==> src/inc/gtacl_pkg.sv <==
// Constants for the gain trim and ac lead-off amplitude register bank
package gtacl_pkg;
  localparam int CMD_W = 32;
  localparam int ADDR_MSB = 31;
  localparam int ADDR_LSB = 24;
  localparam logic [7:0] ADDR_OPERATING_STATE = 8'h1F;
  localparam logic [7:0] ADDR_GAIN_TRIM_LA = 8'h21;
  localparam logic [7:0] ADDR_GAIN_TRIM_LL = 8'h22;
  localparam logic [7:0] ADDR_GAIN_TRIM_RA = 8'h23;
  localparam logic [7:0] ADDR_TONE_AMP_LA = 8'h31;
  localparam logic [7:0] ADDR_TONE_AMP_LL = 8'h32;
  localparam logic [7:0] ADDR_TONE_AMP_RA = 8'h33;
  localparam int USER_TRIM_SELECT_BIT = 23;
  localparam int TRIM_W = 12;
  localparam int TRIM_SHIFT = 17;
  localparam int AMP_W = 16;
  localparam int NUM_CH = 3;
  localparam int NUM_FACTORY_GAINS = 3;
  localparam logic [1:0] GAIN_NO_FACTORY = 2'h3;
  localparam logic [TRIM_W-1:0] TRIM_RESET = 12'h000;
  localparam logic USER_TRIM_SELECT_RESET = 1'b0;
  localparam logic [AMP_W-1:0] AMP_RESET = 16'h0000;
  localparam int CLK_HZ = 50000000;
  localparam int TONE_HZ = 2000;
  localparam int UPDATE_HZ = 8;
  localparam int CUTOFF_HZ = 2;
  localparam int UPDATE_CYCLES = CLK_HZ / UPDATE_HZ;
  localparam int AVG_SHIFT = 10;
endpackage : gtacl_pkg

==> src/core/gtacl_tone_avg.sv <==
// Rectify-and-average filter for one electrode's band-pass tone samples
`timescale 1ns/1ps
module gtacl_tone_avg #(
  parameter int SHIFT = gtacl_pkg::AVG_SHIFT
) (
  input wire logic mclk,
  input wire logic rst,
  input wire logic enable,
  input wire logic sample_valid,
  input wire logic signed [gtacl_pkg::AMP_W-1:0] sample,
  input wire logic update_tick,
  output logic [gtacl_pkg::AMP_W-1:0] code_q
);
  localparam int AW = gtacl_pkg::AMP_W + SHIFT + 1;
  logic [AW-1:0] acc_q;
  logic [gtacl_pkg::AMP_W:0] rect;
  logic [AW-1:0] acc_d;

  // Full-wave rectifier; magnitude of -32768 needs the extra bit
  always_comb begin
    rect = sample[gtacl_pkg::AMP_W-1] ? (~{1'b1, sample} + 17'h00001) : {1'b0, sample};
    acc_d = acc_q - (acc_q >> SHIFT) + AW'(rect);
  end

  // One-pole average; SHIFT sets the low cutoff against the sample rate
  always_ff @(posedge mclk or posedge rst) begin
    if (rst) begin
      acc_q <= '0;
    end else if (!enable) begin
      acc_q <= '0;
    end else if (sample_valid) begin
      acc_q <= acc_d;
    end
  end

  // Result only moves on the slow tick so host reads are stable between updates
  always_ff @(posedge mclk or posedge rst) begin
    if (rst) begin
      code_q <= gtacl_pkg::AMP_RESET;
    end else if (update_tick) begin
      code_q <= acc_q[AW-1] ? 16'hFFFF : acc_q[AW-2 -: gtacl_pkg::AMP_W];
    end
  end
endmodule : gtacl_tone_avg

==> src/core/gtacl_regs.sv <==
// Gain trim registers, trim datapath and ac lead-off amplitude registers
`timescale 1ns/1ps
module gtacl_regs #(
  parameter int CH_W = 24,
  parameter int UPDATE_CYCLES = gtacl_pkg::UPDATE_CYCLES,
  parameter int AVG_SHIFT = gtacl_pkg::AVG_SHIFT
) (
  input wire logic mclk,
  input wire logic rst,
  input wire logic cmd_valid,
  input wire logic cmd_write,
  input wire logic [gtacl_pkg::CMD_W-1:0] cmd_word,
  output logic rsp_valid,
  output logic [gtacl_pkg::CMD_W-1:0] rsp_word,
  input wire logic [1:0] gain_setting,
  input wire logic [3*gtacl_pkg::TRIM_W-1:0] factory_trim_la,
  input wire logic [3*gtacl_pkg::TRIM_W-1:0] factory_trim_ll,
  input wire logic [3*gtacl_pkg::TRIM_W-1:0] factory_trim_ra,
  input wire logic ch_valid,
  input wire logic signed [CH_W-1:0] ch_data_la,
  input wire logic signed [CH_W-1:0] ch_data_ll,
  input wire logic signed [CH_W-1:0] ch_data_ra,
  output logic ch_out_valid,
  output logic signed [CH_W-1:0] ch_out_la,
  output logic signed [CH_W-1:0] ch_out_ll,
  output logic signed [CH_W-1:0] ch_out_ra,
  input wire logic acloff_enable,
  input wire logic tone_valid,
  input wire logic signed [gtacl_pkg::AMP_W-1:0] tone_sample_la,
  input wire logic signed [gtacl_pkg::AMP_W-1:0] tone_sample_ll,
  input wire logic signed [gtacl_pkg::AMP_W-1:0] tone_sample_ra
);
  localparam int TW = gtacl_pkg::TRIM_W;
  localparam int NC = gtacl_pkg::NUM_CH;
  localparam int CW = $clog2(UPDATE_CYCLES);

  logic user_trim_select_q [NC];
  logic [TW-1:0] gain_trim_value_q [NC];
  logic [3*TW-1:0] factory [NC];
  logic signed [CH_W-1:0] ch_in [NC];
  logic signed [gtacl_pkg::AMP_W-1:0] tone_in [NC];
  logic [gtacl_pkg::AMP_W-1:0] tone_amplitude_code [NC];
  logic [CW-1:0] tick_cnt_q;
  logic update_tick_q;
  logic [7:0] cmd_addr;
  logic [TW-1:0] eff_trim [NC];

  assign factory[0] = factory_trim_la;
  assign factory[1] = factory_trim_ll;
  assign factory[2] = factory_trim_ra;
  assign ch_in[0] = ch_data_la;
  assign ch_in[1] = ch_data_ll;
  assign ch_in[2] = ch_data_ra;
  assign tone_in[0] = tone_sample_la;
  assign tone_in[1] = tone_sample_ll;
  assign tone_in[2] = tone_sample_ra;
  assign cmd_addr = cmd_word[gtacl_pkg::ADDR_MSB:gtacl_pkg::ADDR_LSB];

  // Trim in effect for one channel at the present gain setting
  function automatic logic [TW-1:0] trim_in_effect(
    input logic sel,
    input logic [TW-1:0] user,
    input logic [3*TW-1:0] fact,
    input logic [1:0] gain
  );
    logic [TW-1:0] result;
    result = user;
    if (!sel) begin
      // No factory value exists at the top gain, so it falls back to unity
      if (gain == gtacl_pkg::GAIN_NO_FACTORY) begin
        result = '0;
      end else begin
        result = fact[gain*TW +: TW];
      end
    end
    return result;
  endfunction : trim_in_effect

  // data * (1 + trim * 2^-17), arithmetic shift truncates toward minus infinity
  function automatic logic signed [CH_W-1:0] apply_trim(
    input logic signed [CH_W-1:0] data,
    input logic [TW-1:0] trim
  );
    logic signed [CH_W+TW-1:0] prod;
    logic signed [CH_W+TW-1:0] shifted;
    prod = data * $signed(trim);
    shifted = prod >>> gtacl_pkg::TRIM_SHIFT;
    return data + shifted[CH_W-1:0];
  endfunction : apply_trim

  // Map a command address to a channel index of a three-register group
  function automatic logic [1:0] chan_of(input logic [7:0] addr, input logic [7:0] base);
    logic [7:0] diff;
    diff = addr - base;
    return diff[1:0];
  endfunction : chan_of

  always_comb begin
    for (int i = 0; i < NC; i++) begin
      eff_trim[i] = trim_in_effect(user_trim_select_q[i], gain_trim_value_q[i],
                                   factory[i], gain_setting);
    end
  end

  // Register writes; reserved bits 22:12 are dropped whatever the host sends
  always_ff @(posedge mclk or posedge rst) begin
    if (rst) begin
      for (int i = 0; i < NC; i++) begin
        user_trim_select_q[i] <= gtacl_pkg::USER_TRIM_SELECT_RESET;
        gain_trim_value_q[i] <= gtacl_pkg::TRIM_RESET;
      end
    end else if (cmd_valid && cmd_write && cmd_addr >= gtacl_pkg::ADDR_GAIN_TRIM_LA
                 && cmd_addr <= gtacl_pkg::ADDR_GAIN_TRIM_RA) begin
      user_trim_select_q[chan_of(cmd_addr, gtacl_pkg::ADDR_GAIN_TRIM_LA)] <=
        cmd_word[gtacl_pkg::USER_TRIM_SELECT_BIT];
      gain_trim_value_q[chan_of(cmd_addr, gtacl_pkg::ADDR_GAIN_TRIM_LA)] <=
        cmd_word[TW-1:0];
    end
  end

  // Reads answer only to an explicit read command, one cycle later
  always_ff @(posedge mclk or posedge rst) begin
    if (rst) begin
      rsp_valid <= 1'b0;
      rsp_word <= '0;
    end else begin
      rsp_valid <= cmd_valid && !cmd_write;
      if (cmd_valid && !cmd_write) begin
        rsp_word <= {cmd_addr, 24'h000000};
        if (cmd_addr >= gtacl_pkg::ADDR_GAIN_TRIM_LA
            && cmd_addr <= gtacl_pkg::ADDR_GAIN_TRIM_RA) begin
          rsp_word[gtacl_pkg::USER_TRIM_SELECT_BIT] <=
            user_trim_select_q[chan_of(cmd_addr, gtacl_pkg::ADDR_GAIN_TRIM_LA)];
          rsp_word[TW-1:0] <= eff_trim[chan_of(cmd_addr, gtacl_pkg::ADDR_GAIN_TRIM_LA)];
        end else if (cmd_addr >= gtacl_pkg::ADDR_TONE_AMP_LA
                     && cmd_addr <= gtacl_pkg::ADDR_TONE_AMP_RA) begin
          rsp_word[gtacl_pkg::AMP_W-1:0] <=
            tone_amplitude_code[chan_of(cmd_addr, gtacl_pkg::ADDR_TONE_AMP_LA)];
        end
      end
    end
  end

  // Trim datapath, one cycle of latency
  always_ff @(posedge mclk or posedge rst) begin
    if (rst) begin
      ch_out_valid <= 1'b0;
      ch_out_la <= '0;
      ch_out_ll <= '0;
      ch_out_ra <= '0;
    end else begin
      ch_out_valid <= ch_valid;
      if (ch_valid) begin
        ch_out_la <= apply_trim(ch_in[0], eff_trim[0]);
        ch_out_ll <= apply_trim(ch_in[1], eff_trim[1]);
        ch_out_ra <= apply_trim(ch_in[2], eff_trim[2]);
      end
    end
  end

  // Slow update enable for the amplitude results
  always_ff @(posedge mclk or posedge rst) begin
    if (rst) begin
      tick_cnt_q <= '0;
      update_tick_q <= 1'b0;
    end else if (tick_cnt_q == CW'(UPDATE_CYCLES - 1)) begin
      tick_cnt_q <= '0;
      update_tick_q <= 1'b1;
    end else begin
      tick_cnt_q <= tick_cnt_q + CW'(1);
      update_tick_q <= 1'b0;
    end
  end

  for (genvar g = 0; g < NC; g++) begin : g_amp
    gtacl_tone_avg #(
      .SHIFT(AVG_SHIFT)
    ) u_avg (
      .mclk(mclk),
      .rst(rst),
      .enable(acloff_enable),
      .sample_valid(tone_valid),
      .sample(tone_in[g]),
      .update_tick(update_tick_q),
      .code_q(tone_amplitude_code[g])
    );
  end
endmodule : gtacl_regs

==> config.mk <==
export PLATFORM = sky130hd
export DESIGN_NAME = gtacl_regs
export DESIGN_NICKNAME = d
export VERILOG_FILES = /design/src/inc/gtacl_pkg.sv /design/src/core/gtacl_tone_avg.sv /design/src/core/gtacl_regs.sv
export SDC_FILE = /design/constraint.sdc
export NUM_CORES = 2
export LEC_CHECK = 0
export BUFFER_PORTS_ARGS = -buffer_cell sky130_fd_sc_hd__clkbuf_2
export CAP_MARGIN = 20
export CORE_MARGIN = 5
export CORE_UTILIZATION = 45
export CTS_CLUSTER_SIZE = 24
export DETAILED_ROUTE_END_ITERATION = 8
export GPL_TIMING_DRIVEN = 0
export PLACE_DENSITY = 0.67
export SETUP_SLACK_MARGIN = 0.2
export SYNTH_ARGS = -nofsm -noshare
export SYNTH_HDL_FRONTEND = slang
export SYNTH_SLANG_ARGS = --single-unit
==> constraint.sdc <==
create_clock -name mclk -period 12.5 [get_ports mclk]
set_input_delay 0.625 -clock mclk [delete_from_list [all_inputs] [get_ports mclk]]
set_output_delay 0.625 -clock mclk [all_outputs]
set_load 0.01 [all_outputs]
==> run metrics <==
status=finished, final reports clean; Post-Syn Area=approximately 50000 sq um; Distinct cells, synth=slightly above 80; fmax=about 83 MHz; Die Wd=about 340 um; Ports=approximately 380; top cell type's share of synthesized area=about 33%; final worst clock skew=0.0413 ns; setup ws final=roughly 0.5 ns; Slew headroom=a little under a fifth; initial antenna violation count=6; R2R depth=33; average vias per placed instance=5.43; final number of setup-violating endpoints=0; clk_lat worst skew=0.62 ns; CP endpoint kind=register; gr ovfl total=0; Final Non-Filler Cells=7440; asr flop ratio synth=100%; Die H=approximately 340 um; Final min period=12.00 ns; post-CTS setup buffers=0; Max Fanout on Critical Path=10; Hold-fix buffers, CTS=0; clk sink count=~290; Crit Reg-Reg Startpoint=user_trim_select_q[1]$_DFFE_PP0P_; gate count of the mapped netlist=5514; Fin. Hold Viols=0; layout cells sized above 1=approximately a tenth; critical path's most frequent cell=fa_1; global-route wire length before repair=246000 um; DP HPWL=around 130000 um; clk buf depth=3; Multi-input gate area=37600 sq um; DRT iter0 DRCs=approximately 3100; CTS clk-pin slew, worst paths=approximately 0.070 ns; core area=109000 sq um; Max-Cap Viols=0; Avg Inst Size Synth=8.99 sq um; number of CTS-inserted buffers=41; Post-synth EDFFs=0; Total GRT Usage=a little over a quarter; most frequent cell after synthesis=inv_1; Post-synth top cells=inv_1, fa_1, nand2_1; RePlAce Congestion=~0.97; vias in the first global route=between 40000 and 50000; Startpoint Class=input port; sequential area share after synthesis=roughly 15%; fin util=between 50% and 60%; Routed WL per cell=21.4 um; worst path required time=approximately 13 ns; port bufs=353; Starting Density=a little under half; Setup CP Type=input port to register; FF-to-FF End=ch_out_ll[23]$_DFFE_PP0P_; DRC Markers=0; area delta synth->final=10.9%; Routed Antenna Nets=0; cell count after placement=roughly 7400; worst hold slack=around 0.083 ns; Synthesis Warnings=0; Arr. time, crit path=around 13 ns; Area contributors post-synth=fa_1, dfrtp_1, ha_1, inv_1, nand2_1; max incr delay on CP=0.63 ns; Least-Margin Pin Slew=between 1 and 1.5 ns; CTS Root Cell=clkbuf_16; Hold Crit Class=input port to async pin; Place WS=-2.12 ns; ys flop type=dfrtp_1; slowest CP cell=clkbuf_1; Synth area leader=fa_1; final wirelength=between 150000 and 200000 um; FP Rows=approximately 120; H-Tree Depth=2; FILL cells=between 10000 and 15000; Worst R2R Setup Slack=0.73 ns; CTS tree=done; Die Area=117000 sq um; final period utilization=between 90% and 100%; FF+latch count, synth=291; Final Max Slew Viols=0; Initial DRT Pass Iterations=7; via count=a little over 40000; Final nets=7407; storage element area=about 7300 sq um; largest net degree at the start of global routing=around 100; RSZ-0062 raised after global routing=false
worst max-delay path, delay by kind of cell:
kind	cells	cell delay (ns)
compound gates	14	4.86
xor+xnor	1	0.32
fa+ha+maj	7	2.93
buf+inv	7	2.30
mux	1	0.30
simple gates	6	1.13
metrics by stage:
step	area [sq um]	TNS (ns)
after CTS	54900	0
after global placement	53200	-155.24
after global routing	55000	0
final	55000	0
after floorplan	49600	0
after detailed placement	53400	-18.87
registers in the layout, indices dropped and copies added (netlist names):
name and flops:
ch_out_la 24, ch_out_ll 24, ch_out_ra 24, ch_out_valid 1, g_amp.u_avg.acc_q 81, g_amp.u_avg.code_q 48, gain_trim_value_q 36, rsp_valid 1
rsp_word 25, tick_cnt_q 23, update_tick_q 1, user_trim_select_q 3
worst max path at each step:
stage                                from  cells after the start                        end  slack [ns]
after global routing      gain_setting[0]                     37  ch_out_ll[23]$_DFFE_PP0P_        0.21
after CTS                 gain_setting[0]                     37  ch_out_ll[23]$_DFFE_PP0P_        0.24
final                     gain_setting[0]                     36  ch_out_ll[23]$_DFFE_PP0P_        0.50
after floorplan           gain_setting[1]                     37  ch_out_ll[23]$_DFFE_PP0P_        2.56
after global placement    gain_setting[1]                     37  ch_out_ll[20]$_DFFE_PP0P_       -2.16
after detailed placement  gain_setting[0]                     37  ch_out_ll[20]$_DFFE_PP0P_       -2.12
cell families after synthesis:
logic type / after synthesis / share of synthesized area (%)
muxes: 204 / 4.39
and+or+nand+nor: 1581 / 14.6
other: 2 / 0.0151
adders and majority gates: 1209 / 43.0
AOI/OAI and AO/OA: 706 / 9.38
buffers and inverters: 1290 / 9.82
DFF: 291 / 14.7
xor gates and xnor gates: 231 / 4.13
area by class of cell:
type	instances	area share, %
antenna	5	0.0228
buffer	237	1.71
clock buffer	50	2.04
clock inverter	23	0.596
inverter	1052	7.19
multi-input combinational	3941	68.3
sequential	291	13.2
tap	1476	3.36
timing repair buffer	365	3.53
repair_timing:
action | in CTS | in global routing
pin swaps | 0 | 1
resized for setup | 23 | 17
endpoints found under the setup margin | 13 | 9
per-layer routing:
metal	vias up	global-route usage, %	share of wire, %
li1	18200	-	-
met1	20300	37.2	41
met2	1628	43.4	45
met3	304	5.68	9.3
met4	2	10.3	4.4
met5	-	0	0.013
placed cells by master, fill, tap and decap left out, types with 42 or more instances in the layout:
master,netlist,layout
and2_1,225,225
mux2_2,97,97
clkbuf_16,0,42
a31oi_1,43,43
a21o_1,81,81
a211oi_1,70,64
xor2_1,62,62
nand2_1,721,721
nor2_1,317,317
dfrtp_1,291,291
o21ai_0,91,91
inv_1,1046,1045
nand3_1,49,49
clkbuf_1,217,207
clkbuf_2,0,365
nor3_1,66,66
fa_1,822,822
ha_1,387,387
xnor2_1,167,167
mux2i_1,106,105
a21oi_1,207,197
Power is left out: the tool's default activity adds up to more than one toggle a clock period on the data nets, which glitch-free logic cannot reach.
